<file path="config.mk">
export PLATFORM = sky130hd
export DESIGN_NAME = mtx_lane
export DESIGN_NICKNAME = d
export VERILOG_FILES = /design/src/verilog/mtx_lane_pkg.sv /design/src/verilog/mtx_lane.sv
export SDC_FILE = /design/constraint.sdc
export NUM_CORES = 1
export LEC_CHECK = 0
export BUFFER_PORTS_ARGS = -buffer_cell sky130_fd_sc_hd__buf_2
export CAP_MARGIN = 20
export CORE_MARGIN = 1
export CORE_UTILIZATION = 57
export CTS_CLUSTER_SIZE = 14
export DETAILED_ROUTE_END_ITERATION = 8
export GPL_TIMING_DRIVEN = 1
export PLACE_DENSITY = 0.78
export SYNTH_ARGS = -nofsm -noshare
export SYNTH_HDL_FRONTEND = slang
export SYNTH_SLANG_ARGS = --single-unit
</file>
<file path="constraint.sdc">
create_clock -name clk -period 3.15 [get_ports clk]
set_input_delay 0.315 -clock clk [delete_from_list [all_inputs] [get_ports clk]]
set_output_delay 0.315 -clock clk [all_outputs]
set_load 0.02 [all_outputs]
</file>
<file path="src/verilog/mtx_lane_pkg.sv">
package mtx_lane_pkg;

   // Lane word geometry
   localparam int WORD_W = 8;
   localparam int BIT_CNT_W = 4;

   // Clock figures, both in picoseconds
   localparam int CLK_PERIOD_PS = 8000;
   localparam int SER_PERIOD_PS = 160000;
   // Half of a generated serial period in system clocks, rounded down, never below one
   localparam int SER_HALF_RAW = SER_PERIOD_PS / (2 * CLK_PERIOD_PS);
   localparam int SER_HALF_CYC = (SER_HALF_RAW < 1) ? 1 : SER_HALF_RAW;
   localparam int DIV_CNT_W = 8;

   // Values after reset
   localparam logic [WORD_W-1:0] SHIFT_RST = 8'h00;
   localparam logic [BIT_CNT_W-1:0] BIT_CNT_RST = 4'h8;
   localparam logic HS_BIT_RST = 1'b0;
   localparam logic PAD_OE_B_RST = 1'b1;

   // Low-power controls of both pads, as the controller gives them
   typedef struct packed {
      logic pos_en;
      logic pos_bit;
      logic neg_en;
      logic neg_bit;
   } mtx_lp_ctrl_t;

   // Pad drive: value and active-low enable for P and N
   typedef struct packed {
      logic p_o;
      logic p_oe_b;
      logic n_o;
      logic n_oe_b;
   } mtx_pad_t;

   // Where the serializer takes its clock edges from
   typedef enum logic {
      MTX_CLK_EXTERNAL,
      MTX_CLK_INTERNAL
   } mtx_clk_src_t;

   localparam mtx_pad_t PAD_RST = '{p_o: 1'b0, p_oe_b: PAD_OE_B_RST, n_o: 1'b0, n_oe_b: PAD_OE_B_RST};

endpackage : mtx_lane_pkg
</file>
<file path="src/verilog/mtx_lane.sv">
`timescale 1ns/1ps
// Behaviour
// - One 8-bit word per parallel clock, captured.
// - Optional reset on parallel clock clears serializer.
// - Drive high-speed pads only while enabled.
// - Positive pad driven low-power when enabled.
// - Negative pad driven low-power when enabled.
// - Positive pad level returned as input.
// - Negative pad level returned as input.
// - Clock generator makes parallel and serial clocks.
module mtx_lane
   import mtx_lane_pkg::*;
#(
   parameter int SER_HALF = SER_HALF_CYC
) (
   // System clock and reset
   input wire logic clk,
   input wire logic rst_b,
   // Clocks from the lane clock source, sampled here
   input wire logic parallel_word_clock,
   input wire logic serial_bit_clock,
   // Serializer clock source select and generated clocks
   input wire logic use_internal_clocks,
   output logic gen_parallel_word_clock,
   output logic gen_serial_bit_clock,
   // Controller side, high speed
   input wire logic [WORD_W-1:0] hs_tx_word,
   input wire logic hs_drive_enable,
   input wire logic serializer_reset,
   // Controller side, low power
   input wire logic lowpower_pos_drive_en,
   input wire logic lowpower_pos_tx_bit,
   input wire logic lowpower_neg_drive_en,
   input wire logic lowpower_neg_tx_bit,
   output logic lowpower_pos_rx_bit,
   output logic lowpower_neg_rx_bit,
   // Pad P
   input wire logic pad_p_i,
   output logic pad_p_o,
   output logic pad_p_oe_b,
   // Pad N
   input wire logic pad_n_i,
   output logic pad_n_o,
   output logic pad_n_oe_b
);

   // Width of the bundle of outside inputs that cross into clk
   localparam int SYNC_W = WORD_W + 10;

   // The pad logic is built around a byte; other widths are refused
   if (WORD_W != 8) begin : g_word_check
      $error("mtx_lane: parallel word must be 8 bits");
   end
   if (SER_HALF < 1 || SER_HALF > 255) begin : g_div_check
      $error("mtx_lane: SER_HALF must lie in 1..255");
   end

   // Rising edge between two samples
   function automatic logic rise_of(input logic prev, input logic cur);
      rise_of = cur & ~prev;
   endfunction : rise_of

   // Outside inputs, gathered for the two-stage synchroniser
   wire [SYNC_W-1:0] async_in;
   assign async_in = {hs_tx_word, hs_drive_enable, serializer_reset,
                      lowpower_pos_drive_en, lowpower_pos_tx_bit,
                      lowpower_neg_drive_en, lowpower_neg_tx_bit,
                      pad_p_i, pad_n_i, parallel_word_clock, serial_bit_clock};

   logic [SYNC_W-1:0] sync1_r;
   logic [SYNC_W-1:0] sync2_r;

   // Two flip-flops on every input in async_in; only sync2_r is read
   always_ff @(posedge clk or negedge rst_b) begin
      if (!rst_b) begin
         sync1_r <= '0;
         sync2_r <= '0;
      end else begin
         sync1_r <= async_in;
         sync2_r <= sync1_r;
      end
   end

   // Synchronised fields
   wire [WORD_W-1:0] word_s;
   wire hs_en_s;
   wire ser_rst_s;
   wire pad_p_s;
   wire pad_n_s;
   wire par_clk_s;
   wire ser_clk_s;
   mtx_lp_ctrl_t lp_s;
   assign word_s = sync2_r[SYNC_W-1 -: WORD_W];
   assign hs_en_s = sync2_r[9];
   assign ser_rst_s = sync2_r[8];
   assign lp_s = mtx_lp_ctrl_t'(sync2_r[7:4]);
   assign pad_p_s = sync2_r[3];
   assign pad_n_s = sync2_r[2];
   assign par_clk_s = sync2_r[1];
   assign ser_clk_s = sync2_r[0];

   // Previous clock samples for edge finding
   logic par_clk_d_r;
   logic ser_clk_d_r;
   always_ff @(posedge clk or negedge rst_b) begin
      if (!rst_b) begin
         par_clk_d_r <= 1'b0;
         ser_clk_d_r <= 1'b0;
      end else begin
         par_clk_d_r <= par_clk_s;
         ser_clk_d_r <= ser_clk_s;
      end
   end

   // clock generation divider
   // Serial clock toggles every SER_HALF cycles; parallel is high for bits 0..3
   logic [DIV_CNT_W-1:0] div_cnt_r;
   logic [DIV_CNT_W-1:0] div_cnt_nxt;
   logic gen_ser_r;
   logic gen_ser_nxt;
   logic [2:0] gen_phase_r;
   logic [2:0] gen_phase_nxt;
   logic gen_par_r;
   logic gen_par_nxt;
   wire div_wrap;
   wire int_ser_tick;
   wire int_par_tick;
   assign div_wrap = (div_cnt_r == DIV_CNT_W'(SER_HALF - 1));
   assign div_cnt_nxt = div_wrap ? '0 : div_cnt_r + 8'h01;
   assign gen_ser_nxt = div_wrap ? ~gen_ser_r : gen_ser_r;
   // Phase steps on each generated serial rising edge
   assign int_ser_tick = div_wrap & ~gen_ser_r;
   assign gen_phase_nxt = int_ser_tick ? gen_phase_r + 3'h1 : gen_phase_r;
   assign int_par_tick = int_ser_tick & (gen_phase_nxt == 3'h0);
   assign gen_par_nxt = (gen_phase_nxt < 3'h4);

   always_ff @(posedge clk or negedge rst_b) begin
      if (!rst_b) begin
         div_cnt_r <= '0;
         gen_ser_r <= 1'b0;
         gen_phase_r <= 3'h7;
         gen_par_r <= 1'b0;
      end else begin
         div_cnt_r <= div_cnt_nxt;
         gen_ser_r <= gen_ser_nxt;
         gen_phase_r <= gen_phase_nxt;
         gen_par_r <= gen_par_nxt;
      end
   end

   // generated clocks sent to clock and data lanes
   assign gen_serial_bit_clock = gen_ser_r;
   assign gen_parallel_word_clock = gen_par_r;

   // Source selection; the strap is caught by a clocked flop, not at reset
   mtx_clk_src_t clk_src_r;
   always_ff @(posedge clk or negedge rst_b) begin
      if (!rst_b) begin
         clk_src_r <= MTX_CLK_EXTERNAL;
      end else begin
         clk_src_r <= use_internal_clocks ? MTX_CLK_INTERNAL : MTX_CLK_EXTERNAL;
      end
   end

   // Edges that the serializer acts on
   logic par_edge;
   logic ser_edge;
   always_comb begin
      case (clk_src_r)
         MTX_CLK_INTERNAL: begin
            par_edge = int_par_tick;
            ser_edge = int_ser_tick;
         end
         MTX_CLK_EXTERNAL: begin
            par_edge = rise_of(par_clk_d_r, par_clk_s);
            ser_edge = rise_of(ser_clk_d_r, ser_clk_s);
         end
         default: begin
            par_edge = 1'b0;
            ser_edge = 1'b0;
         end
      endcase
   end

   // Serializer state
   logic [WORD_W-1:0] shift_r;
   logic [WORD_W-1:0] shift_nxt;
   logic [BIT_CNT_W-1:0] bit_cnt_r;
   logic [BIT_CNT_W-1:0] bit_cnt_nxt;
   logic hs_bit_r;
   logic hs_bit_nxt;
   wire lane_reset;
   wire [WORD_W-1:0] src_word;
   wire [BIT_CNT_W-1:0] src_cnt;
   wire bits_left;

   // reset sampled on parallel edge
   // Reset only acts on a parallel clock edge, as it belongs to that domain
   assign lane_reset = par_edge & ser_rst_s;

   // word capture on parallel edge
   // A word edge restarts the bit count even if the old word was not finished
   assign src_word = par_edge ? word_s : shift_r;
   assign src_cnt = par_edge ? '0 : bit_cnt_r;
   assign bits_left = (src_cnt < BIT_CNT_W'(WORD_W));

   always_comb begin
      shift_nxt = src_word;
      bit_cnt_nxt = src_cnt;
      hs_bit_nxt = hs_bit_r;
      if (lane_reset) begin
         shift_nxt = SHIFT_RST;
         bit_cnt_nxt = BIT_CNT_RST;
         hs_bit_nxt = HS_BIT_RST;
      end else if (ser_edge && bits_left) begin
         hs_bit_nxt = src_word[0];
         shift_nxt = {1'b0, src_word[WORD_W-1:1]};
         bit_cnt_nxt = src_cnt + 4'h1;
      end else if (ser_edge) begin
         // Word used up and no new one: line rests low
         hs_bit_nxt = HS_BIT_RST;
      end
   end

   always_ff @(posedge clk or negedge rst_b) begin
      if (!rst_b) begin
         shift_r <= SHIFT_RST;
         bit_cnt_r <= BIT_CNT_RST;
         hs_bit_r <= HS_BIT_RST;
      end else begin
         shift_r <= shift_nxt;
         bit_cnt_r <= bit_cnt_nxt;
         hs_bit_r <= hs_bit_nxt;
      end
   end

   // Pad drive selection; high speed takes priority over low power
   mtx_pad_t pad_nxt;
   mtx_pad_t pad_r;
   always_comb begin
      pad_nxt = PAD_RST;
      if (hs_en_s) begin
         pad_nxt.p_o = hs_bit_nxt;
         pad_nxt.n_o = ~hs_bit_nxt;
         pad_nxt.p_oe_b = 1'b0;
         pad_nxt.n_oe_b = 1'b0;
      end else begin
         pad_nxt.p_o = lp_s.pos_en & lp_s.pos_bit;
         pad_nxt.p_oe_b = ~lp_s.pos_en;
         pad_nxt.n_o = lp_s.neg_en & lp_s.neg_bit;
         pad_nxt.n_oe_b = ~lp_s.neg_en;
      end
   end

   // Pad and readback flops
   logic lp_pos_rx_r;
   logic lp_neg_rx_r;
   always_ff @(posedge clk or negedge rst_b) begin
      if (!rst_b) begin
         pad_r <= PAD_RST;
         lp_pos_rx_r <= 1'b0;
         lp_neg_rx_r <= 1'b0;
      end else begin
         pad_r <= pad_nxt;
         lp_pos_rx_r <= pad_p_s;
         lp_neg_rx_r <= pad_n_s;
      end
   end

   // Outputs
   assign pad_p_o = pad_r.p_o;
   assign pad_p_oe_b = pad_r.p_oe_b;
   assign pad_n_o = pad_r.n_o;
   assign pad_n_oe_b = pad_r.n_oe_b;
   assign lowpower_pos_rx_bit = lp_pos_rx_r;
   assign lowpower_neg_rx_bit = lp_neg_rx_r;

endmodule : mtx_lane

</file>
==> results.py <==
metrics = {
    "timing": {
        "skew_ps": 9.48,
        "final-hold-violation-count": 0,
        "slew_headroom_pct": 63.7,
        "tightest_slew_ps": 538,
        "rsz0062_at_grt": "false",
        "setup_tns_ps": 0,
        "finalMaxSlewViolations": 0,
        "hold_slack_ps": 70.9,
        "finalSetupViolations": 0,
        "fmax_mhz": 404,
        "fin_crit_ps": 2480,
        "period_share_pct": 78.6,
    },
    "global_routing": {
        "met1_usage_pct": 23.7,
        "grt_max_degree": 48,
        "antenna_found_initial": 0,
        "grtUsageTotal_pct": 20.6,
        "grt_pass1_wl_um": 7360,
        "use_met3_pct": 7.27,
        "grt_pass1_vias": 1606,
        "grt_overflow": 0,
        "use_met2_pct": 34.2,
        "busiest_layer": "met2",
    },
    "floorplan": {
        "die_h_um": 69.5,
        "rows": 24,
        "fp.coreArea_um2": 4350,
        "io_pins": 29,
        "die_w_um": 69.5,
        "die_area_um2": 4830,
        "start_util_pct": 59.7,
    },
    "power": {
        "p_leak_nw": 1.36,
        "internal_power_mw": 1.43,
        "p_sw_mw": 0.466,
        "switching_share_pct": 24.5,
        "p_clk_share_pct": 37.5,
        "p_per_area_nw_per_um2": 634,
        "p_comb_share_pct": 8.5,
        "pwr-share-seq_pct": 53.9,
        "ir_worst_vdd_mv": 0.401,
    },
    "cts": {
        "worst_skew_pair.late_latency_ps": 340,
        "path_clk_slew_ps": 80,
        "ctsLongestPathBuffers": 2,
        "cts_resized": 0,
        "numCtsBuffers": 9,
        "cts_max_level": 3,
        "clockRootBuffer": "clkbuf_8",
        "clock-sinks": 71,
        "cts_tree": "yes",
    },
    "route": {
        "vias_per_cell": 5.57,
        "wl_per_cell_um": 15.5,
        "firstDrtPassIters": 4,
        "drc": 0,
        "drtIter0Drc": 82,
        "ant_nets": 0,
        "wl_um": 4270,
        "vias": 1533,
    },
    "layout": {
        "final_nets": 243,
        "area_growth_pct": 15.3,
        "fillers": 299,
        "final_cell_area_um2": 3000,
        "drive_above_1_share_pct": 25.1,
        "antenna_cells": 0,
        "fin_util_pct": 68.8,
        "final_cells": 275,
    },
    "hold_path": {
        "min_to": "sync1_r[17]$_DFF_PN0_",
        "hp-class": "input pin to flip-flop",
        "min_path_cells": 1,
        "hp-start": "hs_tx_word[7]",
    },
    "logic_synthesis": {
        "synth_compound_area_share_pct": 6.98,
        "synth.area.top_cells": "dfrtp_1 (63%), dfstp_2 (6.1%), mux2i_1 (5.8%)",
        "synth-adder-area-share_pct": 1.93,
        "synth.area.mux_share_pct": 6.21,
        "yosys_warnings": 0,
        "synth_cells": 180,
        "yosysSeqAreaShare_pct": 68.7,
        "synth_area_um2": 2600,
        "yosys.cell_types.count": 39,
        "synth_top_area_share_pct": 62.6,
        "yosys.area_share.simple_pct": 10.4,
        "synth.avg_cell_area_um2": 14.4,
        "ys.flop_type": "dfrtp_1",
        "synth_top_cells_by_count": "dfrtp_1 (65), mux2i_1 (15), nor2b_1 (13), nor2_1 (9), o22ai_1 (9)",
        "synth_top_family_by_area": "simple AND/OR/NAND/NOR gates",
        "synth_top_cell_by_area": "dfrtp_1",
        "ys_seq_elements": 71,
        "synth_xor_area_share_pct": 4.04,
        "yosysMostFrequentCell": "dfrtp_1",
        "ys_async_sr_fraction_pct": 100,
        "synth_edf_count": 0,
        "synth_fp_nets": 205,
    },
    "setup_path": {
        "r2r-start": "div_cnt_r[1]$_DFF_PN0_",
        "startpoint": "div_cnt_r[1]$_DFF_PN0_",
        "cpMostUsedCell": "ha_1",
        "cp.arrival_ps": 2690,
        "critPathMaxStageDelay_ps": 400,
        "critPathBufInv": 1,
        "critPathLaunchType": "flip-flop",
        "cp_top_family": "simple AND/OR/NAND/NOR gates",
        "reg2reg_to": "bit_cnt_r[2]$_DFF_PN0_",
        "cp_max_fo": 7,
        "crit_type": "flip-flop to flip-flop",
        "rrSetupSlack_ps": 670,
        "required_ps": 3370,
        "worst-r2r-cell-count": 10,
        "crit_path_end_kind": "flip-flop",
        "path_cells": "inv_1, ha_1, nand4bb_1, nor3_4, a41oi_1, and2_1, ha_1, nor3b_1, xnor2_1, o22ai_1",
        "slowest_stage": "dfrtp_1",
    },
    "status": {
        "status": "finished clean",
    },
    "place": {
        "dpl_cell_area_um2": 2790,
        "portBuffers": 28,
        "place_congestion": 0.854,
        "place_inst": 258,
        "hpwl_um": 2820,
    },
    "flow_run": {
        "drv_cap": 0,
    },
}
[cell families after synthesis]
logic type / after synthesis
AO/OA/AOI/OAI: 25
XOR/XNOR: 12
adder cells (fa/ha/maj): 4
buffers and inverters: 7
flip-flops: 71
multiplexers: 16
AND/OR/NAND/NOR: 45
[flip-flops by register name, indices dropped and copies added (netlist names)]
| name | flops |
|---|---|
| sync2_r | 18 |
| hs_bit_r | 1 |
| ser_clk_d_r | 1 |
| pad_p_o | 1 |
| pad_p_oe_b | 1 |
| div_cnt_r | 8 |
| par_clk_d_r | 1 |
| pad_n_oe_b | 1 |
| pad_n_o | 1 |
| bit_cnt_r | 4 |
| clk_src_r | 1 |
| gen_parallel_word_clock | 1 |
| lowpower_pos_rx_bit | 1 |
| gen_phase_r | 3 |
| sync1_r | 18 |
| shift_r | 8 |
| gen_serial_bit_clock | 1 |
| lowpower_neg_rx_bit | 1 |
[power groups by stage]
stage          Combinational (mW)  Sequential, mW  Clock, mW
2_1_floorplan               0.108            1.03          0
4_1_cts                     0.164            1.02      0.730
5_1_grt                     0.183            1.03      0.770
6_report                    0.162            1.02      0.713
3_3_place_gp                0.154            1.04          0
3_5_place_dp                0.162            1.04          0
[stage by stage]
step           total power [mW]  setup slack, ps
2_1_floorplan              1.14              981
3_5_place_dp               1.20              722
3_3_place_gp               1.19              876
6_report                   1.90              673
4_1_cts                    1.92              711
5_1_grt                    1.99              482
[timing repair]
action / in CTS / in global routing
hold buffers: 1 / 0
setup buffers: 0 / 0
endpoints found under the hold margin: 20 / 0
[layout make-up]
type	count	area [µm²]	share of cell area [%]
repair buffers	32	173	5.76
well taps	52	65.1	2.17
clock buffers	10	128	4.26
clock inverters	6	68.8	2.30
multi-input cells	102	769	25.7
flip-flops and latches	71	1780	59.6
inverters	2	7.51	0.251
[per-layer routing]
metal	vias up	wire, µm
li1	701	-
met1	784	1770
met2	36	2240
met3	12	149
met4	0	107
met5	-	0
[cells in the final DEF (no fill, tap or decap), types with 2 or more instances in the layout]
cell type	Yosys	layout
a21oi_1	3	3
a41oi_1	2	2
and2_1	2	2
and3_1	2	2
buf_2	0	28
buf_4	0	3
clkbuf_8	0	9
dfrtp_1	65	65
dfstp_2	6	6
ha_1	4	4
inv_1	2	2
inv_6	0	2
mux2i_1	15	15
nand2_1	6	6
nand3_1	2	2
nor2_1	9	9
nor2b_1	13	13
nor3b_1	3	3
o22ai_1	9	9
o31a_1	2	2
xnor2_1	7	7
xor2_1	5	5
[worst max-delay path by stage]
| stage | slack [ps] | to | cells after the start |
|---|---|---|---|
| 6_report | 670 | bit_cnt_r[2]$_DFF_PN0_ | 10 |
| 5_1_grt | 480 | bit_cnt_r[2]$_DFF_PN0_ | 10 |
| 4_1_cts | 710 | bit_cnt_r[2]$_DFF_PN0_ | 10 |
| 3_5_place_dp | 720 | bit_cnt_r[2]$_DFF_PN0_ | 10 |
| 3_3_place_gp | 880 | bit_cnt_r[2]$_DFF_PN0_ | 10 |
| 2_1_floorplan | 980 | bit_cnt_r[2]$_DFF_PN0_ | 8 |
Note: power is estimated with default switching activity, not from simulation.
